`src/logic/dpd_consts.svh`:
```
// Widths and encodings for the differential demodulator and discriminator
`ifndef DPD_CONSTS_SVH
`define DPD_CONSTS_SVH
`define DPD_SAMPLE_W   8
`define DPD_PROD_W     17
`define DPD_FERR_W     18
`define DPD_SYM_W      2
`define DPD_MODE_BPSK  1'h0
`define DPD_MODE_QPSK  1'h1
`define DPD_ROT_NONE   2'h0
`define DPD_ROT_P45    2'h1
`define DPD_ROT_M45    2'h2
`endif

```
`src/logic/dpd_pkg.sv`:
```
// Types shared by the differential demodulator files
package dpd_pkg;
`include "dpd_consts.svh"

    typedef enum logic {
        DPD_BPSK = `DPD_MODE_BPSK,
        DPD_QPSK = `DPD_MODE_QPSK
    } dpd_mode_t;

    typedef enum logic [1:0] {
        DPD_ROT_NONE = `DPD_ROT_NONE,
        DPD_ROT_P45  = `DPD_ROT_P45,
        DPD_ROT_M45  = `DPD_ROT_M45
    } dpd_rot_t;

    typedef struct packed {
        logic signed [`DPD_SAMPLE_W-1:0] i;
        logic signed [`DPD_SAMPLE_W-1:0] q;
    } dpd_sym_t;

    typedef struct packed {
        logic        [`DPD_SYM_W-1:0]  sym;
        logic signed [`DPD_FERR_W-1:0] ferr;
    } dpd_result_t;
endpackage

```
`src/logic/dpd_skid.sv`:
```
// Two-entry skid buffer with registered ready and registered output
`timescale 1ns/1ps
module dpd_skid #(
    parameter int W = 20
) (
    // Clock and reset
    input  wire logic         clk,
    input  wire logic         rst_b,
    // Filling side
    input  wire logic         in_valid,
    output logic              in_ready,
    input  wire logic [W-1:0] in_data,
    // Draining side
    output logic              out_valid,
    input  wire logic         out_ready,
    output logic [W-1:0]      out_data
);
    logic         main_v_r;
    logic         main_v_nxt;
    logic         skid_v_r;
    logic         skid_v_nxt;
    logic [W-1:0] main_r;
    logic [W-1:0] main_nxt;
    logic [W-1:0] skid_r;
    logic [W-1:0] skid_nxt;
    logic         rdy_r;
    logic         rdy_nxt;
    logic         take;

    assign take      = in_valid && rdy_r;
    assign in_ready  = rdy_r;
    assign out_valid = main_v_r;
    assign out_data  = main_r;

    always_comb begin
        main_v_nxt = main_v_r;
        main_nxt   = main_r;
        skid_v_nxt = skid_v_r;
        skid_nxt   = skid_r;
        if (!main_v_r || out_ready) begin
            if (skid_v_r) begin
                main_v_nxt = 1'b1;
                main_nxt   = skid_r;
                skid_v_nxt = take;
                if (take) begin
                    skid_nxt = in_data;
                end
            end else begin
                main_v_nxt = take;
                if (take) begin
                    main_nxt = in_data;
                end
            end
        end else if (take) begin
            skid_v_nxt = 1'b1;
            skid_nxt   = in_data;
        end
        rdy_nxt = !skid_v_nxt;
    end

    always_ff @(posedge clk or negedge rst_b) begin
        if (!rst_b) begin
            main_v_r <= 1'b0;
            skid_v_r <= 1'b0;
            main_r   <= '0;
            skid_r   <= '0;
            rdy_r    <= 1'b0;
        end else begin
            main_v_r <= main_v_nxt;
            skid_v_r <= skid_v_nxt;
            main_r   <= main_nxt;
            skid_r   <= skid_nxt;
            rdy_r    <= rdy_nxt;
        end
    end
endmodule

```
`src/logic/dpd_demod.sv`:
```
// Differential PSK demodulator with decision-directed frequency discriminator
// Behaviour
// (RL1) Each symbol forms dot = I(k)I(k-1)+Q(k)Q(k-1) and cross = Q(k)I(k-1)-I(k)Q(k-1) against the rotated previous.
// (RL2) Per-symbol I and Q arrive as signed 8-bit values from the despreader.
// (RL3) DBPSK with no rotation decides purely on the sign of the dot product.
// (RL4) Rotation multiplies by (1+j)/2 for +45 or (1-j)/2 for -45, halving inside the rotation.
// (RL5) DQPSK decisions assume -45 rotation: signs (+,+),(-,+),(-,-),(+,-) give 0, 90, 180, 270 degrees.
// (RL6) For pi/4 QPSK the configuring side selects no rotation.
// (RL7) DBPSK frequency error is the cross product times the sign of the dot product.
// (RL8) DQPSK frequency error is sign(dot)*cross minus sign(cross)*dot.
// (RL9) One frequency error term per symbol goes to the loop filter.
// (RL10) With the internal modulator in use, transmit and receive IF clocks share one source.
// (RL11) Each decision leaves as a 2-bit (DQPSK) or 1-bit (DBPSK) symbol with a valid strobe.
`timescale 1ns/1ps
`include "dpd_consts.svh"
module dpd_demod (
    // Clock and reset
    input  wire logic                 clk,
    input  wire logic                 rst_b,
    // Configuration
    input  wire dpd_pkg::dpd_mode_t   mode,
    input  wire dpd_pkg::dpd_rot_t    rot,
    // Despreader samples
    input  wire dpd_pkg::dpd_sym_t    sym_in,
    input  wire logic                 sym_valid,
    output logic                      sym_ready,
    // Loop filter and decision output
    output dpd_pkg::dpd_result_t      res,
    output logic                      res_valid,
    input  wire logic                 res_ready
);
    import dpd_pkg::*;

    localparam int SW = `DPD_SAMPLE_W; // RL2
    localparam int PW = `DPD_PROD_W;
    localparam int FW = `DPD_FERR_W;

    logic signed [SW-1:0] pi_r;
    logic signed [SW-1:0] pq_r;
    logic signed [SW-1:0] pi_nxt;
    logic signed [SW-1:0] pq_nxt;
    logic                 prev_v_r;
    logic                 prev_v_nxt;
    logic signed [PW-1:0] dot_r;
    logic signed [PW-1:0] cross_r;
    logic signed [PW-1:0] dot_nxt;
    logic signed [PW-1:0] cross_nxt;
    logic                 stage_v_r;
    logic                 stage_v_nxt;
    logic signed [SW:0]   sum_c;
    logic signed [SW:0]   dif_c;
    logic signed [SW:0]   ndif_c;
    logic                 accept;
    logic                 buf_ready;
    logic                 push;
    logic                 dneg;
    logic                 cneg;
    logic signed [FW-1:0] dot_e;
    logic signed [FW-1:0] cross_e;
    logic signed [FW-1:0] sd_cross;
    logic signed [FW-1:0] sc_dot;
    dpd_result_t          buf_in;

    assign sym_ready = buf_ready;
    assign accept    = sym_valid && buf_ready;
    assign push      = stage_v_r && buf_ready;

    // Rotation of the sample kept as next symbol's reference
    assign sum_c  = {sym_in.i[SW-1], sym_in.i} + {sym_in.q[SW-1], sym_in.q};
    assign dif_c  = {sym_in.i[SW-1], sym_in.i} - {sym_in.q[SW-1], sym_in.q};
    assign ndif_c = {sym_in.q[SW-1], sym_in.q} - {sym_in.i[SW-1], sym_in.i};

    always_comb begin
        pi_nxt     = pi_r;
        pq_nxt     = pq_r;
        prev_v_nxt = prev_v_r;
        if (accept) begin
            prev_v_nxt = 1'b1;
            case (rot)
                DPD_ROT_P45: begin
                    pi_nxt = dif_c[SW:1]; // RL4
                    pq_nxt = sum_c[SW:1]; // RL4
                end
                DPD_ROT_M45: begin
                    pi_nxt = sum_c[SW:1]; // RL4
                    pq_nxt = ndif_c[SW:1]; // RL4
                end
                default: begin
                    pi_nxt = sym_in.i; // RL3
                    pq_nxt = sym_in.q;
                end
            endcase
        end
    end

    // Product stage; first symbol after reset has no reference and is dropped
    always_comb begin
        dot_nxt     = dot_r;
        cross_nxt   = cross_r;
        stage_v_nxt = stage_v_r;
        if (buf_ready) begin
            stage_v_nxt = accept && prev_v_r; // RL9
        end
        if (accept) begin
            dot_nxt   = PW'(sym_in.i) * PW'(pi_r) + PW'(sym_in.q) * PW'(pq_r); // RL1
            cross_nxt = PW'(sym_in.q) * PW'(pi_r) - PW'(sym_in.i) * PW'(pq_r); // RL1
        end
    end

    always_ff @(posedge clk or negedge rst_b) begin
        if (!rst_b) begin
            pi_r      <= '0;
            pq_r      <= '0;
            prev_v_r  <= 1'b0;
            dot_r     <= '0;
            cross_r   <= '0;
            stage_v_r <= 1'b0;
        end else begin
            pi_r      <= pi_nxt;
            pq_r      <= pq_nxt;
            prev_v_r  <= prev_v_nxt;
            dot_r     <= dot_nxt;
            cross_r   <= cross_nxt;
            stage_v_r <= stage_v_nxt;
        end
    end

    // Decisions and frequency error from the product signs
    assign dneg    = dot_r[PW-1];
    assign cneg    = cross_r[PW-1];
    assign dot_e   = {dot_r[PW-1], dot_r};
    assign cross_e = {cross_r[PW-1], cross_r};

    always_comb begin
        sd_cross = dneg ? -cross_e : cross_e; // RL7
        sc_dot   = cneg ? -dot_e : dot_e;
        buf_in   = '0;
        if (mode == DPD_QPSK) begin
            buf_in.sym  = {cneg, dneg ^ cneg}; // RL5
            buf_in.ferr = sd_cross - sc_dot; // RL8
        end else begin
            buf_in.sym  = {1'b0, dneg}; // RL3
            buf_in.ferr = sd_cross; // RL7
        end
    end

    dpd_skid #(
        .W($bits(dpd_result_t))
    ) u_skid (
        .clk       (clk),
        .rst_b     (rst_b),
        .in_valid  (stage_v_r),
        .in_ready  (buf_ready),
        .in_data   (buf_in),
        .out_valid (res_valid), // RL11
        .out_ready (res_ready),
        .out_data  (res)
    );

    // Checks
    property p_products;
        @(posedge clk) disable iff (!rst_b)
        accept && prev_v_r |=> stage_v_r
            && dot_r == $past(sym_in.i) * $past(pi_r) + $past(sym_in.q) * $past(pq_r)
            && cross_r == $past(sym_in.q) * $past(pi_r) - $past(sym_in.i) * $past(pq_r);
    endproperty
    a_products: assert property (p_products) else $error("dot or cross product wrong"); // RL1

    property p_no_take;
        @(posedge clk) disable iff (!rst_b)
        !sym_ready |=> $stable(pi_r) && $stable(pq_r) && $stable(prev_v_r);
    endproperty
    a_no_take: assert property (p_no_take) else $error("sample taken while not ready"); // RL2

    property p_bpsk_dec;
        @(posedge clk) disable iff (!rst_b)
        push && mode == DPD_BPSK |-> buf_in.sym == {1'b0, dot_r[PW-1]};
    endproperty
    a_bpsk_dec: assert property (p_bpsk_dec) else $error("dbpsk decision not dot sign"); // RL3

    property p_rot;
        @(posedge clk) disable iff (!rst_b)
        accept && rot == DPD_ROT_P45 |=> pi_r == $past(dif_c[SW:1]) && pq_r == $past(sum_c[SW:1]);
    endproperty
    a_rot: assert property (p_rot) else $error("plus 45 rotation wrong"); // RL4

    property p_qpsk_dec;
        @(posedge clk) disable iff (!rst_b)
        push && mode == DPD_QPSK |-> buf_in.sym == (!dneg && !cneg ? 2'h0 : dneg && !cneg ? 2'h1
            : dneg && cneg ? 2'h2 : 2'h3);
    endproperty
    a_qpsk_dec: assert property (p_qpsk_dec) else $error("dqpsk decision wrong"); // RL5

    property p_bpsk_ferr;
        @(posedge clk) disable iff (!rst_b)
        push && mode == DPD_BPSK |-> buf_in.ferr == (dneg ? -cross_e : cross_e);
    endproperty
    a_bpsk_ferr: assert property (p_bpsk_ferr) else $error("dbpsk frequency error wrong"); // RL7

    property p_qpsk_ferr;
        @(posedge clk) disable iff (!rst_b)
        push && mode == DPD_QPSK |-> buf_in.ferr == (dneg ? -cross_e : cross_e) - (cneg ? -dot_e : dot_e);
    endproperty
    a_qpsk_ferr: assert property (p_qpsk_ferr) else $error("dqpsk frequency error wrong"); // RL8

    property p_deliver;
        @(posedge clk) disable iff (!rst_b)
        push |=> res_valid;
    endproperty
    a_deliver: assert property (p_deliver) else $error("term not delivered"); // RL9

    property p_hold;
        @(posedge clk) disable iff (!rst_b)
        res_valid && !res_ready |=> res_valid && $stable(res);
    endproperty
    a_hold: assert property (p_hold) else $error("output dropped under stall"); // RL11

    property p_rot_m45;
        @(posedge clk) disable iff (!rst_b)
        accept && rot == DPD_ROT_M45 |=> int'(pi_r) == (int'($past(sym_in.i)) + int'($past(sym_in.q))) >>> 1
            && int'(pq_r) == (int'($past(sym_in.q)) - int'($past(sym_in.i))) >>> 1;
    endproperty
    a_rot_m45: assert property (p_rot_m45) else $error("minus 45 rotation wrong"); // RL4

    property p_no_rot;
        @(posedge clk) disable iff (!rst_b)
        accept && rot == DPD_ROT_NONE |=> pi_r == $past(sym_in.i) && pq_r == $past(sym_in.q);
    endproperty
    a_no_rot: assert property (p_no_rot) else $error("unrotated reference wrong"); // RL3

    property p_first_ref;
        @(posedge clk) disable iff (!rst_b)
        accept && !prev_v_r |=> !stage_v_r;
    endproperty
    a_first_ref: assert property (p_first_ref) else $error("result made without reference"); // RL9
endmodule

```
`config.mk`:
```
export PLATFORM = sky130hd
export DESIGN_NAME = dpd_demod
export DESIGN_NICKNAME = d
export VERILOG_FILES = /design/src/logic/dpd_pkg.sv /design/src/logic/dpd_skid.sv /design/src/logic/dpd_demod.sv
export VERILOG_INCLUDE_DIRS = /design/src /design/src/logic
export SDC_FILE = /design/constraint.sdc
export NUM_CORES = 1
export LEC_CHECK = 0
export BUFFER_PORTS_ARGS = -buffer_cell sky130_fd_sc_hd__buf_2
export CELL_PAD_IN_SITES_DETAIL_PLACEMENT = 0
export CELL_PAD_IN_SITES_GLOBAL_PLACEMENT = 1
export CORE_MARGIN = 1.5
export CORE_UTILIZATION = 42
export DETAILED_ROUTE_END_ITERATION = 10
export GPL_ROUTABILITY_DRIVEN = 0
export PLACE_DENSITY = 0.71
export RECOVER_POWER = 25
export SLEW_MARGIN = 0
export SYNTH_ARGS = -nofsm -noshare
export SYNTH_HDL_FRONTEND = slang
export SYNTH_SLANG_ARGS = --single-unit
```
`constraint.sdc`:
```
create_clock -name clk -period 6.6 [get_ports clk]
set_input_delay 0.66 -clock clk [delete_from_list [all_inputs] [get_ports clk]]
set_output_delay 0.66 -clock clk [all_outputs]
set_load 0.01 [all_outputs]
```
==> results of run 1 <==
[synthesized netlist by cell type, drive strengths merged, types with 5 or more instances]
master  instances
or3            12
mux2i           8
nor2           83
nand3          11
inv           361
o31ai          11
o211ai         11
ha            153
nor4            7
o21ai         113
a21oi          73
xnor2          52
o21a           10
nand2         227
nand2b         15
and3            8
or2             8
clkbuf         79
dfrtp          95
o41ai           5
a221oi         10
a211oi         11
and2          151
fa            283
a21o           17
o21bai          7
nor3           21
a31oi          15
xor2           38
[per-stage QoR]
stage	worst slack [ps]	util [%]	area, sq um	std cells	hold WS (ps)
after floorplan	692	-	17300	1958	364
after global placement	371	44.4	18100	2487	449
after detailed placement	301	44.4	18100	2487	459
after CTS	491	45.2	18500	2503	246
after global routing	213	45.1	18400	2503	499
final	451	45.1	18400	2503	468
[area by class of cell]
cell class,count,area share (%)
multi-input combinational,1417,71.9
tap,532,3.61
clock buffer,9,1.22
clock inverter,7,0.468
inverter,363,7.39
sequential,95,12.9
timing repair buffer,80,2.55
[metal layers]
metal  share of wire [%]  wire (um)  GRT usage [%]
met1                  43      19600           28.6
met2                  50      22800           42.2
met3                 3.4       1550           2.38
met4                 3.1       1420           7.79
met5                   0          0              0
[worst min-delay path by stage]
stage | endpoint | slack, ps | cells after the start
4_1_cts | u_skid.skid_v_r | 250 | 1
2_1_floorplan | cross_r[0] | 360 | 0
6_report | prev_v_r | 470 | 1
3_3_place_gp | prev_v_r | 450 | 1
5_1_grt | u_skid.skid_r[14] | 500 | 2
3_5_place_dp | prev_v_r | 460 | 1
[worst max-delay path: stages (launching register included)]
cell and delay [ps]:
dfrtp_1 870, nand2_1 170, fa_1 520, fa_1 560, fa_1 430, fa_1 470, fa_1 500, inv_1 50
fa_1 470, inv_1 50, ha_1 300, or2_2 320, a21oi_1 240, o31ai_1 200, or4_1 430, a31oi_1 210
xnor2_1 140, o21ai_1 70
[flip-flops by register name, summed over array words and instances (netlist names)]
| register | flops |
|---|---|
| u_skid.out_data | 20 |
| u_skid.in_ready | 1 |
| cross_r | 17 |
| dot_r | 17 |
| u_skid.skid_r | 20 |
| u_skid.out_valid | 1 |
| pi_r | 8 |
| pq_r | 8 |
| prev_v_r | 1 |
| u_skid.skid_v_r | 1 |
| stage_v_r | 1 |
[cell families (layout without fill, tap and decap cells)]
group / after synthesis / count (layout) / synth area share (%)
XOR/XNOR: 90 / 90 / 4.54
AND/OR/NAND/NOR: 560 / 560 / 15.9
adder cells (fa/ha/maj): 436 / 436 / 43.7
AO/OA/AOI/OAI: 319 / 319 / 11.5
flip-flops: 95 / 95 / 13.7
multiplexers: 12 / 12 / 0.721
buffers and inverters: 446 / 459 / 9.95
==> results.txt, run 1 <==
- The run finished, with violations left.
- The final reports fail on max-capacitance violations, max-slew violations.
* Num rows: 74
- Actual transition at the worst max-transition pin: 3120 ps
- Global-route usage over all layers: between 20% and 30%
* Number of vias after detailed routing: 13000
* Achievable frequency: ~160 MHz
* Most common library cell in the layout ignoring fill and taps: inv_1
- Arrival time of the worst setup path: 6400 ps
- The worst hold path begins at prev_v_r.
- Top-level I/O count: 45
- The tightest min-delay check is of the flip-flop to flip-flop type.
- Worst reg2reg path depth: 17
* First drt pass iteration count: 5
- Diodes inserted: 0
- In this run the register-to-register setup slack is approximately 450 ps.
* Number of global-route vias before repair: ~14000
- The HPWL after detailed placement is roughly 37000 um.
- Number of levels in the clock H-tree: 3
- Clock tree from TritonCTS: built
- Share of final-layout standard cells stronger than drive strength 1: a little under 6%
* Clock slew at reported path FFs: about 90 ps
- The initial antenna violation count came to 1.
* Nets: ~2400
- The floorplan step defined a die boundary enclosing roughly 43000 sq um.
* Max clock buf depth: 2
* Yosys warning total: 0
- Portion of the clock cycle consumed by the worst path in the final layout: between 90% and 100%
* Worst slew slack as a fraction of its limit: -108%
* Number of sinks handled by clock tree synthesis: 95
- Critical Setup Path Class: flip-flop to flip-flop
- In the final layout, flip-flops and latches occupy 2380 sq um.
- Post-synthesis cell area: approximately 17000 sq um
- Wire length of the first global-routing pass: between 70000 and 80000 um
* Number of filler instances in the final layout: between 4000 and 5000
* Total clock buffers created by CTS: 9
- Instance count of the mapped netlist: between 1500 and 2000
- Leading area contributor after synthesis: fa_1
- The final number of max-transition violations is 98.
- Grt total ovfl: 0
- Summed over its instances, the top area cell type makes up ~33% of the synthesized netlist area.
- Remaining number of nets flagged by the antenna check after routing: 0
* RSZ-0062 raised after global routing: false
- Number of enable flip-flop cells after synthesis: 0
* Capturing element of the worst setup path: cross_r[16]
- Root cell of the clock tree: clkbuf_16
* IO Port Bufs: 44
- At the later pin of the worst-skew pair, clock insertion delay measures 390 ps.
- Avg Inst Size Synth: about 9 sq um
- STA classifies the critical path endpoint as a flip-flop.
- Accumulated negative setup slack: 0 ps
* Top cells by area, synth: fa_1 33%, dfrtp_1 14%, ha_1 11%
- Gates resized during post-CTS repair numbered 0.
- Worst-case clock skew: around 13 ps
- Dividing the detail-routed via count by the number of cells gives between 5 and 6.
- Initial core utilization: between 40% and 50%
- Buffers added to address setup during post-CTS repair amount to 0.
* Leading cell types in the layout, fill and taps excluded: 361 x inv_1, 283 x fa_1, 225 x nand2_1
- Layout overhead on the synthesized area: 6.27%
* Height of the die: approximately 210 um
* Setup-failing EPs final: 0
- For this block, the routed nets add up to ~45000 um of wire.
* Final critical delay including setup and external delays: just over 6000 ps
- The critical path starts at pq_r[4].
* Number of nets produced by synthesis: about 2400
- For this run, asynchronously set or reset flops after synthesis account for 100%.
* Drt wl/cell: approximately 18 um
- Across the run, the number of max-cap violations was 2.
- In this run, distinct cell masters in the synthesized netlist total 76.
- Maximum number of pins on one net before global-route repair: 56
- Number of hold buffers added after CTS: 0
- Area of combinational cells with multiple inputs: ~13000 sq um
- Required time worst endpoint: roughly 6900 ps
- Among all flip-flop cells after synthesis, the most frequent one is dfrtp_1.
* R2r endpoint: cross_r[16]
- Reg-to-Reg Start: pq_r[4]
* Area of the core region: ~41000 sq um
- In this run the worst path has a maximum fanout of 17.
- Fraction of the yosys area taken by sequential cells: 13.7%
- The final number of hold-violating endpoints came to 0.
- The worst setup path is launched from a flip-flop.
* Flops & latches, synth: 95
- The floorplan step set the die width to 206 um.
- Residual DRC: 0
* Initial detailed-routing violation count: ~650
Power of run 1 is left out: the tool's default activity adds up to more than one toggle a clock period on the data nets, which glitch-free logic cannot reach.
==> run 2, diff against run 1 <==
==> constraint.sdc (replaced) <==
create_clock -name clk -period 6.6 [get_ports clk]
set_input_delay 0 -clock clk [delete_from_list [all_inputs] [get_ports clk]]
set_output_delay 0 -clock clk [all_outputs]
set_load 0.01 [all_outputs]
==> run 2 against run 1 <==
Against the previous run:
- the run still ends with max-capacitance violations, max-slew violations left
- count of clock-buffer cells in the layout increased by 1
- maximum frequency increased by 0.61%
- first-iteration DRC count decreased by 1.8%
- worst setup slack improved by 37 ps
- global-route usage decreased by 0.63 points
- final area decreased by 0.84%
- non-clock buffer count decreased by 15
- wire length decreased by 2.1%
- critical path type unchanged
- highest routed layer unchanged
==> results.txt, run 2 (same netlist as run 1, synthesis figures left out) <==
* Status: complete, but fails checks (unchanged)
- Violated checks: max-capacitance violations, max-slew violations (unchanged)
* Number of sinks handled by clock tree synthesis: 95 (unchanged)
- Wire length of the first global-routing pass: 73900 um (was 75600 um)
* Number of setup buffers added after CTS: 0 (unchanged)
- The post-route clock skew is 16.5 ps (was 13.2 ps).
* Final critical delay including setup and external delays: 6110 ps (was 6150 ps)
- Most numerous cell on the critical path: fa_1 (unchanged)
- Full die area: 42500 sq um (unchanged)
- Worst path slowest cell: dfrtp_1 (unchanged)
- The worst-skew pair later-pin latency is 380 ps (was 390 ps).
- The pin count of the biggest net entering global routing came to 64 (was 56).
- The worst setup path startpoint is pi_r[4] (was pq_r[4]).
* CP max stage delay: 770 ps (was 870 ps)
- Root cell of the clock tree: clkbuf_16 (unchanged)
- Global-route usage over all layers: 22.6% (was 23.2%)
- The number of fill cells in the layout came to 4070 (was 4044).
- The final number of max-transition violations was 34 (was 98).
* Initial core utilization: 42.5% (unchanged)
- Actual transition at the worst max-transition pin: 1940 ps (was 3120 ps)
- Number of resized instances in the post-cts repair step: 0 (unchanged)
- The number of vias in the routed layout is 12800 (was 13000).
* Setup-failing EPs final: 0 (unchanged)
* Number of endpoints with negative hold slack in the final report: 0 (unchanged)
- The number of buffer and inverter stages on the critical path was 3 (was 2).
- Final std cells w/o fill: 2489 (was 2503)
* Accumulated negative setup slack: 0 ps (unchanged)
* Startpoint of the most critical hold path: res_ready (was prev_v_r)
- Routed Wire Length: 44400 um (was 45300 um)
- The antenna violation net count after detailed routing was 0 (unchanged).
- Critical path, cell by cell: nand2_1, fa_1, fa_1, fa_1, inv_1, fa_1, fa_1, inv_1, fa_1, inv_1, ha_1, or2_2, a21oi_1, o31ai_1, or4_1, a31oi_1, xnor2_1, o21ai_1 (was nand2_1, fa_1, fa_1, fa_1, fa_1, fa_1, inv_1, fa_1, inv_1, ha_1, or2_2, a21oi_1, o31ai_1, or4_1, a31oi_1, xnor2_1, o21ai_1).
- Sort of element at the start of the critical path: flip-flop (unchanged)
- Nets: 2410 (was 2425)
- Top-level I/O count: 45 (unchanged)
* Number of levels in the clock H-tree: 3 (unchanged)
- Share of final-layout standard cells stronger than drive strength 1: 4.45% (was 5.78%)
- The initial antenna violation count was 0 (was 1).
* Post-route core utilization: 44.8% (was 45.1%)
* Residual DRC: 0 (unchanged)
* Num rows: 74 (unchanged)
* Reg-to-Reg Start: pi_r[4] (was pq_r[4])
* Post-DP HPWL: 35800 um (was 37000 um)
- Clock slew at reported path FFs: 70 ps (was 90 ps)
- The wire length per cell came to 17.8 um (was 18.1 um).
* Worst Path Max Fanout: 17 (unchanged)
- Max clock buf depth: 2 (unchanged)
* Clock tree from TritonCTS: built (unchanged)
* Height of the die: 206 um (unchanged)
* Vias per cell: 5.15 (was 5.20)
- RSZ-0062 raised after global routing: false (unchanged).
- Critical Setup Path Class: flip-flop to flip-flop (unchanged)
- The chip width is 206 um (unchanged).
- Arrival time of the worst setup path: 6350 ps (was 6400 ps)
- The number of hold-repair buffers added at the cts stage came to 1 (was 0).
* Portion of the clock cycle consumed by the worst path in the final layout: 92.6% (was 93.2%)
- Required time worst endpoint: 6840 ps (was 6850 ps)
- The leading cell type in the layout, fill and taps excluded is inv_1 (unchanged).
* Cell total after placement: 2471 (was 2487)
* Worst slew slack as a fraction of its limit: -29.5% (was -108%)
* Number of global-route vias before repair: 13900 (was 14300)
* Layout overhead on the synthesized area: 5.37% (was 6.27%)
- The initial detailed-routing violation count is 637 (was 649).
* Type of element capturing the critical path: flip-flop (unchanged)
* IO Port Bufs: 44 (unchanged)
- The worst min-delay path category is primary input to flip-flop (was flip-flop to flip-flop).
* Kind of cell with the highest combined delay on the critical path: adder cells (unchanged)
- The max-capacitance violation count is 1 (was 2).
* Leading cell types in the layout, fill and taps excluded: 361 x inv_1, 283 x fa_1, 225 x nand2_1 (unchanged)
- Achievable frequency: 164 MHz (was 163 MHz)
* Total clock buffers created by CTS: 9 (unchanged)
- The number of detailed-routing iterations run before antenna repair is 5 (unchanged).
* Grt total ovfl: 0 (unchanged)
- The core footprint was 40800 sq um (unchanged).
run 2: path summary, 6_finish.rpt:
path                               endpoint  slack (ps)  cells past startpoint
setup / recovery                cross_r[16]         490                     18
hold / removal             u_skid.out_valid          50                      3
setup reg to reg                cross_r[16]         490                     18
hold reg to reg                    prev_v_r         470                      1
max in group asynchronous       cross_r[15]        4200                      3
min in group asynchronous   u_skid.skid_v_r         700                      2
run 2: through the flow:
| step | setup slack (ps) | instance area [sq um] | hold WS, ps |
|---|---|---|---|
| 6_report | 488 | 18300 | 46.1 |
| 5_1_grt | 168 | 18300 | 61.7 |
| 4_1_cts | 505 | 18300 | 54.9 |
| 3_5_place_dp | 529 | 18000 | -17.4 |
| 3_3_place_gp | 569 | 18000 | -20.4 |
| 2_1_floorplan | 784 | 17300 | -296 |
run 2: worst register-to-register path: stages, from the launching register on:
cell and delay (ps):
dfrtp_1 770, nand2_1 170, fa_1 490, fa_1 530
fa_1 530, inv_1 60, fa_1 490, fa_1 500
inv_1 50, fa_1 470, inv_1 50, ha_1 290
or2_2 320, a21oi_1 270, o31ai_1 170, or4_1 420
a31oi_1 210, xnor2_1 140, o21ai_1 70
run 2: per-layer routing:
layer  up-vias  wire (um)  GRT usage (%)
li1       6151          -              -
met1      6397      19000           27.1
met2       194      23300           42.6
met3        65       1090           2.24
met4         0        943           6.29
met5         -          0              0
run 2: layout make-up:
class	count	area, sq um	area share [%]
inverter	363	1360	7.45
multi-input combinational	1417	13200	72.5
timing repair buffer	65	353	1.93
tap	532	666	3.64
clock inverter	6	42.5	0.233
sequential	95	2380	13.0
antenna	1	2.50	0.0137
clock buffer	10	229	1.25
Power of run 2 is left out for the same reason.
